[src/verilog/rct_regs.vh]
// Overview of operation
// - count command code enters rapid count mode
// - count mode shows five dashes on left
// - reciprocal count: cycles and 2 MHz ticks
// - stream four-byte groups, no delimiters, until exit
// - any bus command or data ends count
// - pack clock and cycle counts with biases
// - tune command code enters rapid tune mode
// - five tuning bytes applied straight to source
// - every tuning byte has upper nibble 0011
// - coarse and fine split into nibble pairs
// - key press or attention ends tune mode
// - leveling loop off during tune mode
// - same range retune keeps phase continuous
// - source programmed within three milliseconds
// - functions 55-57 read back or zero settings
// - tune mode shows five dashes on left
`ifndef RCT_REGS_VH
`define RCT_REGS_VH

// command characters
`define RCT_CHAR_LEAD      8'h52
`define RCT_CHAR_COUNT     8'h46
`define RCT_CHAR_TUNE      8'h53

// tuning byte layout
`define RCT_TUNE_HDR       4'h3
`define RCT_TUNE_BYTES     3'h5
`define RCT_IDX_COARSE_LO  3'h0
`define RCT_IDX_COARSE_HI  3'h1
`define RCT_IDX_FINE_LO    3'h2
`define RCT_IDX_FINE_HI    3'h3
`define RCT_IDX_RANGE      3'h4

// special function numbers
`define RCT_SF_RANGE       7'h37
`define RCT_SF_COARSE      7'h38
`define RCT_SF_FINE        7'h39

// counter timing
`define RCT_CLK_MHZ        200
`define RCT_REF_KHZ        2000
`define RCT_REF_DIV        ((`RCT_CLK_MHZ * 1000) / `RCT_REF_KHZ)
`define RCT_GATE_TICKS     5120
`define RCT_CLK_LIMIT      19'h413ff
`define RCT_CYC_FULL       12'hffe

// packing biases
`define RCT_CLK_HI_BIAS    9'h104
`define RCT_CYC_HI_BIAS    8'hff

// source programming window
`define RCT_PROG_TIME_US   3000
`define RCT_PROG_CYCLES    (`RCT_PROG_TIME_US * `RCT_CLK_MHZ)

`endif

[src/verilog/rct_sync.v]
`timescale 1ns/10ps
`default_nettype none

module rct_sync #(
    parameter WIDTH = 3
) (
    input  wire             clock,
    input  wire             rst,
    input  wire [WIDTH-1:0] d_in,
    output reg  [WIDTH-1:0] q_out
);
    reg [WIDTH-1:0] meta_reg;

    // two-stage synchroniser; first stage feeds nothing else
    always @(posedge clock or posedge rst) begin
        if (rst) begin
            meta_reg <= {WIDTH{1'b0}};
            q_out    <= {WIDTH{1'b0}};
        end else begin
            meta_reg <= d_in;
            q_out    <= meta_reg;
        end
    end
endmodule // rct_sync

`default_nettype wire

[src/verilog/rct_recip_counter.v]
`timescale 1ns/10ps
`default_nettype none
`include "rct_regs.vh"

module rct_recip_counter #(
    parameter REF_DIV    = `RCT_REF_DIV,
    parameter GATE_TICKS = `RCT_GATE_TICKS
) (
    input  wire        clock,
    input  wire        rst,
    input  wire        enable,
    input  wire        sig_in,
    output reg         res_valid,
    output reg  [18:0] res_clocks,
    output reg  [11:0] res_cycles
);
    localparam [31:0] DIV_WORD  = REF_DIV - 1;
    localparam [31:0] GATE_WORD = GATE_TICKS;
    localparam [6:0]  DIV_LAST  = DIV_WORD[6:0];
    localparam [18:0] GATE      = GATE_WORD[18:0];

    reg  [6:0]  div_reg;
    reg         sig_d_reg;
    reg         run_reg;
    reg  [18:0] clk_cnt_reg;
    reg  [11:0] cyc_cnt_reg;
    wire        tick;
    wire        rise;
    wire [18:0] clk_now;

    assign tick    = (div_reg == DIV_LAST);
    assign rise    = sig_in & ~sig_d_reg;
    assign clk_now = clk_cnt_reg + {18'h0, tick};

    // reciprocal gate
    // start on an input edge, stop on the first edge past the gate;
    // the free divider costs at most one tick of resolution
    always @(posedge clock or posedge rst) begin
        if (rst) begin
            div_reg     <= 7'h0;
            sig_d_reg   <= 1'b0;
            run_reg     <= 1'b0;
            clk_cnt_reg <= 19'h0;
            cyc_cnt_reg <= 12'h0;
            res_valid   <= 1'b0;
            res_clocks  <= 19'h0;
            res_cycles  <= 12'h0;
        end else begin
            sig_d_reg <= sig_in;
            div_reg   <= tick ? 7'h0 : div_reg + 7'h1;
            res_valid <= 1'b0;
            if (!enable) begin
                run_reg <= 1'b0;
            end else if (!run_reg) begin
                if (rise) begin
                    run_reg     <= 1'b1;
                    clk_cnt_reg <= 19'h0;
                    cyc_cnt_reg <= 12'h0;
                end
            end else if (rise && clk_now >= GATE) begin
                res_valid   <= 1'b1;
                res_clocks  <= clk_now;
                res_cycles  <= cyc_cnt_reg + 12'h1;
                clk_cnt_reg <= 19'h0;
                cyc_cnt_reg <= 12'h0;
            end else if (clk_now >= `RCT_CLK_LIMIT ||
                         (rise && cyc_cnt_reg == `RCT_CYC_FULL)) begin
                // result would not fit the packed form: rearm
                run_reg <= 1'b0;
            end else begin
                clk_cnt_reg <= clk_now;
                if (rise)
                    cyc_cnt_reg <= cyc_cnt_reg + 12'h1;
            end
        end
    end
endmodule // rct_recip_counter

`default_nettype wire

[src/verilog/rct_port.v]
`timescale 1ns/10ps
`default_nettype none
`include "rct_regs.vh"

module rct_port #(
    parameter PROG_CYCLES = `RCT_PROG_CYCLES,
    parameter REF_DIV     = `RCT_REF_DIV,
    parameter GATE_TICKS  = `RCT_GATE_TICKS
) (
    input  wire        clock,
    input  wire        rst,
    input  wire        rx_valid,
    input  wire [7:0]  rx_data,
    input  wire        atn_pin,
    input  wire        key_pin,
    input  wire        sig_pin,
    output wire        tx_valid,
    output wire [7:0]  tx_data,
    input  wire        tx_ready,
    output wire        left_dashes,
    output wire        level_loop_en,
    output wire        count_active,
    output wire        tune_active,
    output reg  [3:0]  src_range,
    output reg  [7:0]  src_coarse,
    output reg  [7:0]  src_fine,
    output reg         src_load,
    output reg         src_phase_reset,
    output wire        src_busy,
    input  wire        sf_valid,
    input  wire [6:0]  sf_number,
    input  wire        sf_zero,
    output reg         sf_rd_valid,
    output reg  [7:0]  sf_rd_data
);
    localparam [1:0] MODE_IDLE  = 2'h0;
    localparam [1:0] MODE_COUNT = 2'h1;
    localparam [1:0] MODE_TUNE  = 2'h2;
    localparam       BW         = $clog2(PROG_CYCLES + 1);
    localparam [31:0]   PROG_WORD = PROG_CYCLES;
    localparam [BW-1:0] PROG_LOAD = PROG_WORD[BW-1:0];

    reg  [1:0]    mode_reg;
    reg  [1:0]    mode_next;
    reg  [7:0]    prev_char_reg;
    reg  [2:0]    tune_idx_reg;
    reg  [3:0]    coarse_lo_reg;
    reg  [3:0]    coarse_hi_reg;
    reg  [3:0]    fine_lo_reg;
    reg  [3:0]    fine_hi_reg;
    reg  [31:0]   tx_buf_reg;
    reg  [2:0]    tx_left_reg;
    reg  [BW-1:0] busy_cnt_reg;
    wire [2:0]    sync_q;
    wire          atn_s;
    wire          key_s;
    wire          sig_s;
    wire          res_valid;
    wire [18:0]   res_clocks;
    wire [11:0]   res_cycles;
    wire          hit_count;
    wire          hit_tune;
    wire          tune_byte;
    wire          hdr_ok;
    wire          word_done;
    wire [1:0]    sf_sel;
    wire [8:0]    clk_hi_code;

    // match a two-character command ending in the given character
    function cmd_hit;
        input [7:0] prev_c;
        input [7:0] cur_c;
        input [7:0] second_c;
        begin
            cmd_hit = (prev_c == `RCT_CHAR_LEAD) && (cur_c == second_c);
        end
    endfunction

    // map a special function number to the value it addresses
    function [1:0] sf_decode;
        input [6:0] num;
        begin
            case (num)
                `RCT_SF_RANGE:  sf_decode = 2'h1;
                `RCT_SF_COARSE: sf_decode = 2'h2;
                `RCT_SF_FINE:   sf_decode = 2'h3;
                default:        sf_decode = 2'h0;
            endcase
        end
    endfunction

    // pins come from outside the clock domain
    rct_sync #(
        .WIDTH (3)
    ) u_sync (
        .clock (clock),
        .rst   (rst),
        .d_in  ({atn_pin, key_pin, sig_pin}),
        .q_out (sync_q)
    );

    assign atn_s = sync_q[2];
    assign key_s = sync_q[1];
    assign sig_s = sync_q[0];

    // counter runs only in count mode
    rct_recip_counter #(
        .REF_DIV    (REF_DIV),
        .GATE_TICKS (GATE_TICKS)
    ) u_counter (
        .clock      (clock),
        .rst        (rst),
        .enable     (mode_reg == MODE_COUNT),
        .sig_in     (sig_s),
        .res_valid  (res_valid),
        .res_clocks (res_clocks),
        .res_cycles (res_cycles)
    );

    // command decoding of incoming program characters
    assign hit_count = rx_valid &&
                       cmd_hit(prev_char_reg, rx_data, `RCT_CHAR_COUNT);
    assign hit_tune  = rx_valid &&
                       cmd_hit(prev_char_reg, rx_data, `RCT_CHAR_TUNE);

    assign tune_byte = rx_valid && (mode_reg == MODE_TUNE) && !atn_s &&
                       !key_s;
    assign hdr_ok    = (rx_data[7:4] == `RCT_TUNE_HDR);
    assign word_done = tune_byte && hdr_ok &&
                       (tune_idx_reg == `RCT_TUNE_BYTES - 3'h1);

    // mode selection
    always @* begin
        mode_next = mode_reg;
        case (mode_reg)
            MODE_IDLE: begin
                if (hit_count)
                    mode_next = MODE_COUNT;
                else if (hit_tune)
                    mode_next = MODE_TUNE;
            end
            MODE_COUNT: begin
                // any command or new data ends count
                if (atn_s || rx_valid)
                    mode_next = MODE_IDLE;
            end
            MODE_TUNE: begin
                if (atn_s || key_s)
                    mode_next = MODE_IDLE;
            end
            default: begin
                mode_next = MODE_IDLE;
            end
        endcase
    end

    // mode and command character history
    always @(posedge clock or posedge rst) begin
        if (rst) begin
            mode_reg      <= MODE_IDLE;
            prev_char_reg <= 8'h0;
        end else begin
            mode_reg <= mode_next;
            if (mode_next == MODE_TUNE)
                prev_char_reg <= 8'h0;  // tuning bytes are not commands
            else if (rx_valid)
                prev_char_reg <= rx_data;
        end
    end

    assign left_dashes   = (mode_reg != MODE_IDLE);
    assign level_loop_en = (mode_reg != MODE_TUNE);
    assign count_active  = (mode_reg == MODE_COUNT);
    assign tune_active   = (mode_reg == MODE_TUNE);

    // coarse and fine in nibble pairs
    // a byte with a wrong upper nibble drops the partial word
    always @(posedge clock or posedge rst) begin
        if (rst) begin
            tune_idx_reg  <= 3'h0;
            coarse_lo_reg <= 4'h0;
            coarse_hi_reg <= 4'h0;
            fine_lo_reg   <= 4'h0;
            fine_hi_reg   <= 4'h0;
        end else if (mode_reg != MODE_TUNE) begin
            tune_idx_reg <= 3'h0;
        end else if (tune_byte) begin
            if (!hdr_ok || word_done)
                tune_idx_reg <= 3'h0;
            else
                tune_idx_reg <= tune_idx_reg + 3'h1;
            if (hdr_ok) begin
                case (tune_idx_reg)
                    `RCT_IDX_COARSE_LO: coarse_lo_reg <= rx_data[3:0];
                    `RCT_IDX_COARSE_HI: coarse_hi_reg <= rx_data[3:0];
                    `RCT_IDX_FINE_LO:   fine_lo_reg   <= rx_data[3:0];
                    `RCT_IDX_FINE_HI:   fine_hi_reg   <= rx_data[3:0];
                    default:            fine_hi_reg   <= fine_hi_reg;
                endcase
            end
        end
    end

    assign sf_sel = sf_valid ? sf_decode(sf_number) : 2'h0;

    // source settings: tune words and special function zeroing
    always @(posedge clock or posedge rst) begin
        if (rst) begin
            src_range       <= 4'h0;
            src_coarse      <= 8'h0;
            src_fine        <= 8'h0;
            src_load        <= 1'b0;
            src_phase_reset <= 1'b0;
            sf_rd_valid     <= 1'b0;
            sf_rd_data      <= 8'h0;
        end else begin
            src_load        <= 1'b0;
            src_phase_reset <= 1'b0;
            sf_rd_valid     <= 1'b0;
            if (word_done) begin
                // whole word applied in one cycle
                src_coarse <= {coarse_hi_reg, coarse_lo_reg};
                src_fine   <= {fine_hi_reg, fine_lo_reg};
                src_range  <= rx_data[3:0];
                src_load   <= 1'b1;
                // no phase reset within a range
                src_phase_reset <= (rx_data[3:0] != src_range);
            end else if (sf_sel != 2'h0) begin
                if (sf_zero) begin
                    case (sf_sel)
                        2'h1: src_range  <= 4'h0;
                        2'h2: src_coarse <= 8'h0;
                        default: src_fine <= 8'h0;
                    endcase
                    src_load        <= 1'b1;
                    src_phase_reset <= (sf_sel == 2'h1) &&
                                       (src_range != 4'h0);
                end else begin
                    sf_rd_valid <= 1'b1;
                    case (sf_sel)
                        2'h1: sf_rd_data <= {4'h0, src_range};
                        2'h2: sf_rd_data <= src_coarse;
                        default: sf_rd_data <= src_fine;
                    endcase
                end
            end
        end
    end

    // programming window bounded by three ms
    always @(posedge clock or posedge rst) begin
        if (rst)
            busy_cnt_reg <= {BW{1'b0}};
        else if (src_load)
            busy_cnt_reg <= PROG_LOAD;
        else if (busy_cnt_reg != {BW{1'b0}})
            busy_cnt_reg <= busy_cnt_reg - {{(BW-1){1'b0}}, 1'b1};
    end

    assign src_busy = (busy_cnt_reg != {BW{1'b0}});

    assign clk_hi_code = `RCT_CLK_HI_BIAS - res_clocks[18:10];

    // four-byte groups, no delimiter
    // a result that lands while a group is still leaving is dropped,
    // so a slow controller sees fewer groups, each whole unless count mode ends while it is leaving
    always @(posedge clock or posedge rst) begin
        if (rst) begin
            tx_buf_reg  <= 32'h0;
            tx_left_reg <= 3'h0;
        end else if (mode_reg != MODE_COUNT) begin
            tx_left_reg <= 3'h0;
        end else if (tx_left_reg == 3'h0) begin
            if (res_valid) begin
                tx_buf_reg <= {clk_hi_code[7:0],
                               res_clocks[3:0], res_clocks[7:4],
                               `RCT_CYC_HI_BIAS - res_cycles[11:4],
                               2'h0, res_clocks[9:8], res_cycles[3:0]};
                tx_left_reg <= 3'h4;
            end
        end else if (tx_ready) begin
            tx_buf_reg  <= {tx_buf_reg[23:0], 8'h0};
            tx_left_reg <= tx_left_reg - 3'h1;
        end
    end

    // handshake output comes straight from the byte count, gated by count mode
    assign tx_valid = (mode_reg == MODE_COUNT) && (tx_left_reg != 3'h0);
    assign tx_data  = tx_buf_reg[31:24];
endmodule // rct_port

`default_nettype wire

[config.mk]
export PLATFORM = sky130hd
export DESIGN_NAME = rct_port
export DESIGN_NICKNAME = d
export VERILOG_FILES = /design/src/verilog/rct_sync.v /design/src/verilog/rct_recip_counter.v /design/src/verilog/rct_port.v
export VERILOG_INCLUDE_DIRS = /design/src /design/src/verilog
export SDC_FILE = /design/constraint.sdc
export NUM_CORES = 1
export LEC_CHECK = 0
export BUFFER_PORTS_ARGS = -buffer_cell sky130_fd_sc_hd__buf_2
export CORE_ASPECT_RATIO = 0.75
export CORE_UTILIZATION = 61
export DETAILED_ROUTE_END_ITERATION = 8
export PLACE_DENSITY_LB_ADDON = 0.1
export SETUP_SLACK_MARGIN = 0.02
export SYNTH_ARGS = -nofsm -noshare
export SYNTH_HDL_FRONTEND = slang
export SYNTH_HIERARCHICAL = 1
export SYNTH_SLANG_ARGS = --single-unit
[constraint.sdc]
create_clock -name clock -period 4.6 [get_ports clock]
set_input_delay 0.46 -clock clock [delete_from_list [all_inputs] [get_ports clock]]
set_output_delay 0.46 -clock clock [all_outputs]
set_load 0.01 [all_outputs]
=== Word level (Yosys, flattened, before mapping) ===
Cells that the tools add are included.

* Add/sub/neg operators: 8
* $mul: 0
* Divide/modulo/power cells: 0
* Magnitude comparators: 2
* Eq/ne operators: 25
* Shift-type cells: 0
* Muxes and demuxes: 61
* Bitwise gates (word level): 6
* Reductions and logical operators: 53

{| class="wikitable"
|+ Operators by type and width
! operator !! number
|-
| $mux W32 || 3
|-
| $mux W8 || 10
|-
| $mux W19 || 4
|-
| $mux W12 || 5
|-
| $mux W20 || 2
|-
| $eq A8 B7 Y1 const B || 3
|-
| $reduce_bool A2 Y1 || 12
|-
| $eq A7 B6 Y1 const B || 3
|-
| $mux W3 || 7
|-
| $reduce_and A3 Y1 || 7
|-
| $reduce_and A4 Y1 || 5
|-
| $reduce_bool A20 Y1 || 1
|-
| $sub A20 B1 Y20 const B || 1
|-
| $add A19 B1 Y19 || 1
|-
| $ge A19 B13 Y1 const B || 1
|-
| $ge A19 B19 Y1 const B || 1
|-
| $mux W1 || 17
|-
| $mux W4 || 4
|-
| $pmux W8 S2 || 1
|-
| $logic_and A1 B1 Y1 || 13
|-
| $add A12 B1 Y12 const B || 1
|-
| $eq A12 B12 Y1 const B || 1
|-
| $pmux W2 S3 || 2
|-
| $mux W2 || 5
|-
| other kinds (28) || 45
|}

* Register bits: 192
* Bits in latches: 0
* Bits in writable memories: 0
* Bits in read-only memories: 0
* Memories: 0

=== Depth between registers and ports, before layout ===
Gate-level depths: netlist of run 1.

* Depth in word-level cells: 10
* Mapped depth: 15

=== Cells and area by module ===
The synthesis of run 1 kept the hierarchy.

{| class="wikitable"
|+ By module, submodules not included
! module !! instances !! cells an instance !! area each (um^2) !! sequential area each (um^2)
|-
| rct_port || 1 || 574 || 5641.7 || 2827.7
|-
| rct_recip_counter || 1 || 415 || 4093.9 || 1801.7
|-
| rct_sync || 1 || 7 || 153.9 || 150.1
|}

=== Worst setup path after synthesis of run 1 ===
Ideal clock, no wire load.

* Path kind: register to register
* From: register u_counter.div_reg[0]
* To: register u_counter.cyc_cnt_reg[11]
* Library setup time: 0.103 ns
* Data arrival time: 3.809 ns
* Data required time: 4.497 ns
* Path slack: 0.687 ns
* Cell stages (with the launch flop): 14
* Clock period less this slack: 3.913 ns
* Cell sequence: dfrtp_1 > ha_1 > nand2b_1 > nor4_1 > ha_1 > nand3_2 > clkbuf_8 > or4_4 > mux2i_2 > nor4_2 > nand2_2 > or4_1 > buf_2 > o41ai_2

* Cells in the longest elaborated chain, start to end: 6
* Elaborated cells between the ends (all ways): 11
* Classes of those cells: add/sub (1); order compare (2); eq/ne (2); mux (2); reduce/logical (4)

{| class="wikitable"
|+ RTL lines
! item !! RTL line !! source
|-
| start: declaration || rct_recip_counter.v:22 || <nowiki>reg [6:0] div_reg;</nowiki>
|-
| start signal: assignment || rct_recip_counter.v:50 || <nowiki>div_reg <= tick ? 7'h0 : div_reg + 7'h1;</nowiki>
|-
| $eq A7 B7 Y1 * || rct_recip_counter.v:31 || <nowiki>assign tick = (div_reg == DIV_LAST);</nowiki>
|-
| $add A19 B1 Y19 * || rct_recip_counter.v:33 || <nowiki>assign clk_now = clk_cnt_reg + {18'h0, tick};</nowiki>
|-
| $ge A19 B19 Y1 (no source line) or $ge A19 B13 Y1 (tied branches) || - ||
|-
| $logic_or A1 B1 Y1 or $logic_and A1 B1 Y1 (tied branches) || rct_recip_counter.v:66, rct_recip_counter.v:60 ||
|-
| $ne A3 B3 Y1 (no source line), or another cell as far along || - ||
|-
| $reduce_and A4 Y1 (no source line) or $mux W12 (tied branches) || - ||
|-
| end signal: assignment || rct_recip_counter.v:73 || <nowiki>cyc_cnt_reg <= cyc_cnt_reg + 12'h1;</nowiki>
|-
| end: declaration || rct_recip_counter.v:26 || <nowiki>reg [11:0] cyc_cnt_reg;</nowiki>
|}

Every way passes the cells marked *; elsewhere a longest branch is shown, timed or not.
A chain may end at the register's enable or synchronous reset.

=== Final worst setup path of run 1 ===
* From: register u_counter.div_reg[0]
* To: register u_counter.cyc_cnt_reg[3]

Same word-level chain as after synthesis.

==> results.py, run 1 <==
metrics = {
    "run_status": {
        "run_status": "complete, no violations",
    },
    "cts": {
        "clockBufferDepth": 2,
        "cts_tree": "built",
        "clock_sinks": 190,
        "htree_levels": 4,
        "path_clk_slew_ns": 0.07,
        "postCtsSetupRepairBufs": 0,
        "cts-root-buf": "clkbuf_16",
        "clk_latency_ns": 0.43,
        "numCtsBuffers": 17,
    },
    "finish": {
        "largest_reg_flops": 30,
        "layout_commonest_cell": "dfrtp_1",
        "fillers": 1208,
        "layout_common_cells": "dfrtp_1 (190), nand2_1 (118), nor2_1 (87)",
        "syn2layout_area_growth_pct": 9.22,
        "drive_gt1_frac": 0.183,
        "nets": 1068,
        "n_antenna_cell": 0,
    },
    "yosys": {
        "ys_warn_count": 6,
        "avgSynthCellArea_um2": 9.93,
        "synthCells": 993,
        "syn_area_um2": 9860,
        "syn_nets": 1034,
    },
    "setup_path": {
        "worstSetupEndpointType": "flip-flop",
        "cp.required_ns": 4.95,
        "worst-path-max-fanout": 8,
        "timing.rr.end": "u_counter/cyc_cnt_reg[3]$_DFFE_PP0P_",
        "critical_path_class": "flip-flop to flip-flop",
        "ff2ff_path_depth": 14,
        "crit_path_frequent_cell": "ha_1",
        "path_cells": "ha_1, nand2b_1, nor4_1, buf_4, ha_1, ha_1, and4_4, nand2_2, nor4_4, xnor2_1, a31oi_4, nand2b_1, or4_1, o21ai_0",
        "critPathLaunchType": "flip-flop",
        "cp_data_arrival_time_ns": 4.44,
        "r2r-start": "u_counter/div_reg[0]$_DFF_PP0_",
        "r2r_slack_ns": 0.51,
        "slowest_delay_ns": 0.53,
        "cp_slowest_cell": "or4_1",
        "crit_start": "u_counter/div_reg[0]$_DFF_PP0_",
        "endpoint": "u_counter/cyc_cnt_reg[3]$_DFFE_PP0P_",
    },
    "sta": {
        "fin_crit_ns": 4.09,
        "post-route-period-util": 0.889,
        "slew_headroom": 0.291,
        "fin_worst_skew_ns": 0.0105,
        "setup_violations": 0,
        "fmaxAchievable_mhz": 245,
        "hold_violations": 0,
        "fin_setup_tns_ns": 0,
        "slew_viol_final": 0,
        "rsz0062_at_grt": "no",
        "worst_pin_slew_ns": 1.06,
    },
    "pwr": {
        "peakVddDrop_mv": 0.312,
        "total_power_mw": 3.75,
        "pwr_density_cell_nw_per_um2": 348,
        "power.leakage_nw": 5.11,
    },
    "grt": {
        "grt_max_degree": 80,
        "grt_pass1_vias": 6844,
        "grt-ovfl-total": 0,
        "antenna_found_initial": 0,
        "gr-usage-all-layers": 0.265,
        "grt_pass1_wl_mm": 35.2,
    },
    "min_path": {
        "hold_start": "key_pin",
        "hp-class": "input port to flip-flop",
    },
    "routing": {
        "drt_iter0_drc": 636,
        "vias_per_cell": 5.95,
        "avgRoutedWirePerCell_um": 16.7,
        "route.antenna.remaining_nets": 0,
        "wl_mm": 20.8,
        "vias": 7412,
        "firstDrtPassIters": 5,
        "drc": 0,
    },
    "floorplanning": {
        "initial_core_util": 0.635,
        "fp.dieH_um": 112,
        "die_area_um2": 16700,
        "core_um2": 15500,
        "die_w_um": 149,
        "placementRows": 39,
        "pin_count": 69,
    },
    "placement": {
        "gp_congestion": 0.898,
        "post-dp-hpwl_mm": 14.5,
        "place.port_buffers": 68,
    },
    "job": {
        "maxCapViolCount": 0,
    },
}
==> worst max-delay path: cells and delay by family, from the launching register on <==
family                   cells  cell delay, ns
buffers and inverters        1            0.18
flip-flops                   1            0.39
adder cells (fa/ha/maj)      3            0.70
XOR/XNOR                     1            0.34
AND/OR/NAND/NOR              7            2.03
AO/OA/AOI/OAI                2            0.35
==> per-stage QoR <==
step | area (µm²) | cells | util | hold slack, ns | worst slack (ns)
after floorplan | 9860 | 993 | - | 0.251 | 0.687
after global placement | 10100 | 1212 | 0.654 | 0.334 | 0.560
after detailed placement | 10100 | 1212 | 0.654 | 0.336 | 0.413
after CTS | 10800 | 1245 | 0.693 | 0.116 | 0.396
after global routing | 10800 | 1245 | 0.694 | 0.111 | 0.193
final | 10800 | 1245 | 0.694 | 0.133 | 0.510
==> final cells by class <==
class / count / area, µm² / share of cell area
Clock buffer: 17 / 425 / 0.0395
Clock inverter: 15 / 173 / 0.0160
Inverter: 27 / 104 / 0.00965
Multi-Input combinational cell: 709 / 4600 / 0.428
Sequential cell: 190 / 4750 / 0.442
Tap cell: 205 / 256 / 0.0238
Timing Repair Buffer: 82 / 448 / 0.0416
==> layer usage <==
layer,wire length [µm],GRT usage,up-vias,part of all wire
met5,0,0,-,0
met2,8970,0.359,180,0.43
met4,193,0.0748,0,0.0093
met3,926,0.0463,16,0.044
met1,10800,0.433,3623,0.52
li1,-,-,3593,-
==> worst min path at each step <==
stage	end	depth (start not counted)
2_1_floorplan	u_sync/meta_reg[0]$_DFF_PP0_	1
3_3_place_gp	u_sync/q_out[1]$_DFF_PP0_	0
3_5_place_dp	u_sync/q_out[1]$_DFF_PP0_	0
4_1_cts	u_sync/meta_reg[0]$_DFF_PP0_	1
5_1_grt	u_sync/meta_reg[0]$_DFF_PP0_	1
6_report	u_sync/meta_reg[1]$_DFF_PP0_	1
==> report_power, final <==
part	internal (mW)	total, mW	switching, mW
combinational	0.164	0.384	0.220
sequential	1.77	1.88	0.107
clock	0.777	1.49	0.709
total	2.71	3.75	1.04
==> what timing repair did <==
| action | 4_1_cts | 5_1_grt |
|---|---|---|
| endpoints found under the setup margin | 0 | 6 |
| gates resized for setup | 0 | 2 |
| hold endpoints to repair | 6 | 0 |
| hold buffers | 1 | 0 |
(Power assumes the default switching activity.)
==> inputs of run 2 (changes only) <==
- PLACE_DENSITY: default -> 0.8
- PLACE_DENSITY_LB_ADDON: 0.1 -> default
==> results.py, run 2 (same netlist as run 1, synthesis figures left out) <==
metrics = {
    "run_status": {
        "run_status": "complete, no violations",
    },
    "finish": {
        "drive_gt1_frac": 0.180,
        "n_antenna_cell": 0,
        "layout_common_cells": "dfrtp_1 (190), nand2_1 (118), nor2_1 (87)",
        "nets": 1066,
        "largest_reg_flops": 30,
        "fillers": 1167,
        "syn2layout_area_growth_pct": 8.82,
        "fin_cells": 1243,
        "layout_commonest_cell": "dfrtp_1",
    },
    "placement": {
        "post-dp-hpwl_mm": 15.0,
        "gp_congestion": 0.938,
        "place.port_buffers": 68,
        "dp_cells": 1210,
    },
    "sta": {
        "fmaxAchievable_mhz": 242,
        "fin_setup_tns_ns": 0,
        "fin_worst_skew_ns": 0.0125,
        "setup_violations": 0,
        "slew_viol_final": 0,
        "rsz0062_at_grt": "no",
        "slew_headroom": 0.335,
        "hold_violations": 0,
        "worst_pin_slew_ns": 0.989,
        "post-route-period-util": 0.899,
        "fin_crit_ns": 4.14,
    },
    "grt": {
        "antenna_found_initial": 0,
        "gr-usage-all-layers": 0.281,
        "grt-ovfl-total": 0,
        "grt_pass1_vias": 7218,
        "grt_max_degree": 81,
        "grt_pass1_wl_mm": 37.0,
    },
    "cts": {
        "cts_tree": "built",
        "htree_levels": 4,
        "cts-root-buf": "clkbuf_16",
        "cts_resized": 0,
        "numCtsBuffers": 17,
        "clock_sinks": 190,
        "clockBufferDepth": 2,
        "clk_latency_ns": 0.44,
        "path_clk_slew_ns": 0.07,
    },
    "pwr": {
        "power.leakage_nw": 5.07,
        "peakVddDrop_mv": 0.207,
        "pwr_density_cell_nw_per_um2": 349,
    },
    "floorplanning": {
        "fp.dieH_um": 112,
        "die_area_um2": 16700,
        "initial_core_util": 0.635,
        "die_w_um": 149,
        "pin_count": 69,
        "core_um2": 15500,
        "placementRows": 39,
    },
    "routing": {
        "drt_iter0_drc": 772,
        "vias": 7545,
        "route.antenna.remaining_nets": 0,
        "wl_mm": 22.0,
        "avgRoutedWirePerCell_um": 17.7,
        "firstDrtPassIters": 6,
        "drc": 0,
        "vias_per_cell": 6.07,
    },
    "setup_path": {
        "cp.required_ns": 4.98,
        "worst-path-max-fanout": 8,
        "critical_path_class": "flip-flop to flip-flop",
        "critPathLaunchType": "flip-flop",
        "worstSetupEndpointType": "flip-flop",
        "cp_data_arrival_time_ns": 4.52,
    },
    "min_path": {
        "hp-class": "input port to flip-flop",
    },
    "job": {
        "maxCapViolCount": 0,
    },
}
-- run 2: cell count changes in the layout (fill, tap and decap cells not counted) --
| cell | delta |
|---|---|
| clkinv_4 | +1 |
| buf_4 | -2 |
| clkinv_2 | +1 |
| nor4_4 | -1 |
| inv_6 | -1 |
| clkinvlp_4 | +2 |
| nor4_2 | +1 |
| inv_8 | -3 |
| o2111a_2 | -1 |
| o2111a_1 | +1 |
-- run 2: layout make-up --
cell class / instances / area, µm² / share of cell area
inverters: 27 / 104 / 0.00968
clock inverters: 15 / 159 / 0.0148
clock buffers: 17 / 425 / 0.0397
well taps: 205 / 256 / 0.0239
multi-input cells: 709 / 4590 / 0.428
flip-flops and latches: 190 / 4750 / 0.443
repair buffers: 80 / 433 / 0.0404
-- run 2: metrics by stage --
step	power, mW	util	setup WS (ns)	cell area, µm²	hold WS, ns
finish	3.74	0.691	0.464	10700	0.129
CTS	3.76	0.691	0.501	10700	0.110
global placement	2.28	0.653	0.670	10100	0.334
global route	3.90	0.691	0.176	10700	0.112
floorplan	2.20	-	0.687	9860	0.251
detailed placement	2.30	0.653	0.564	10100	0.343
-- run 2: critical path: stages (launching register included) --
cell and delay [ns]:
dfrtp_1 0.39, ha_1 0.23, nand2b_1 0.08, nor4_1 0.23
buf_4 0.17, ha_1 0.18, ha_1 0.28, and4_4 0.29
nand2_2 0.07, nor4_2 0.46, xnor2_1 0.35, a31oi_4 0.25
nor2_1 0.55, buf_4 0.26, and3_2 0.18, a211o_1 0.09
-- run 2: per-layer routing --
metal / vias up / part of all wire / global-route usage / wire, µm
met5: - / 0 / 0 / 0
li1: 3594 / - / - / -
met2: 248 / 0.44 / 0.398 / 9710
met4: 0 / 0.0088 / 0.0721 / 193
met3: 17 / 0.065 / 0.0589 / 1440
met1: 3686 / 0.48 / 0.439 / 10700
-- run 2: power by group --
part	switching (mW)	internal, mW	total [mW]
clock network	0.702	0.763	1.47
logic	0.229	0.164	0.393
registers	0.109	1.77	1.88
-- run 2: path summary, 6_finish.rpt --
| check | depth (start not counted) | endpoint | start | slack (ns) |
|---|---|---|---|---|
| min in group asynchronous | 3 | u_sync/meta_reg[1]$_DFF_PP0_ | rst | 0.52 |
| worst max-delay path | 15 | u_counter/clk_cnt_reg[6]$_DFFE_PP0P_ | u_counter/div_reg[0]$_DFF_PP0_ | 0.46 |
| worst max register to register | 15 | u_counter/clk_cnt_reg[6]$_DFFE_PP0P_ | u_counter/div_reg[0]$_DFF_PP0_ | 0.46 |
| worst min register to register | 0 | u_sync/q_out[0]$_DFF_PP0_ | u_sync/meta_reg[0]$_DFF_PP0_ | 0.36 |
| worst min-delay path | 1 | u_sync/meta_reg[0]$_DFF_PP0_ | sig_pin | 0.13 |
| max in group asynchronous | 4 | coarse_lo_reg[3]$_DFFE_PP0P_ | rst | 2.76 |
-- run 2: repair_timing --
action | in CTS | in global routing
hold endpoints to repair | 6 | 0
hold buffers | 1 | 0
setup buffers | 0 | 0
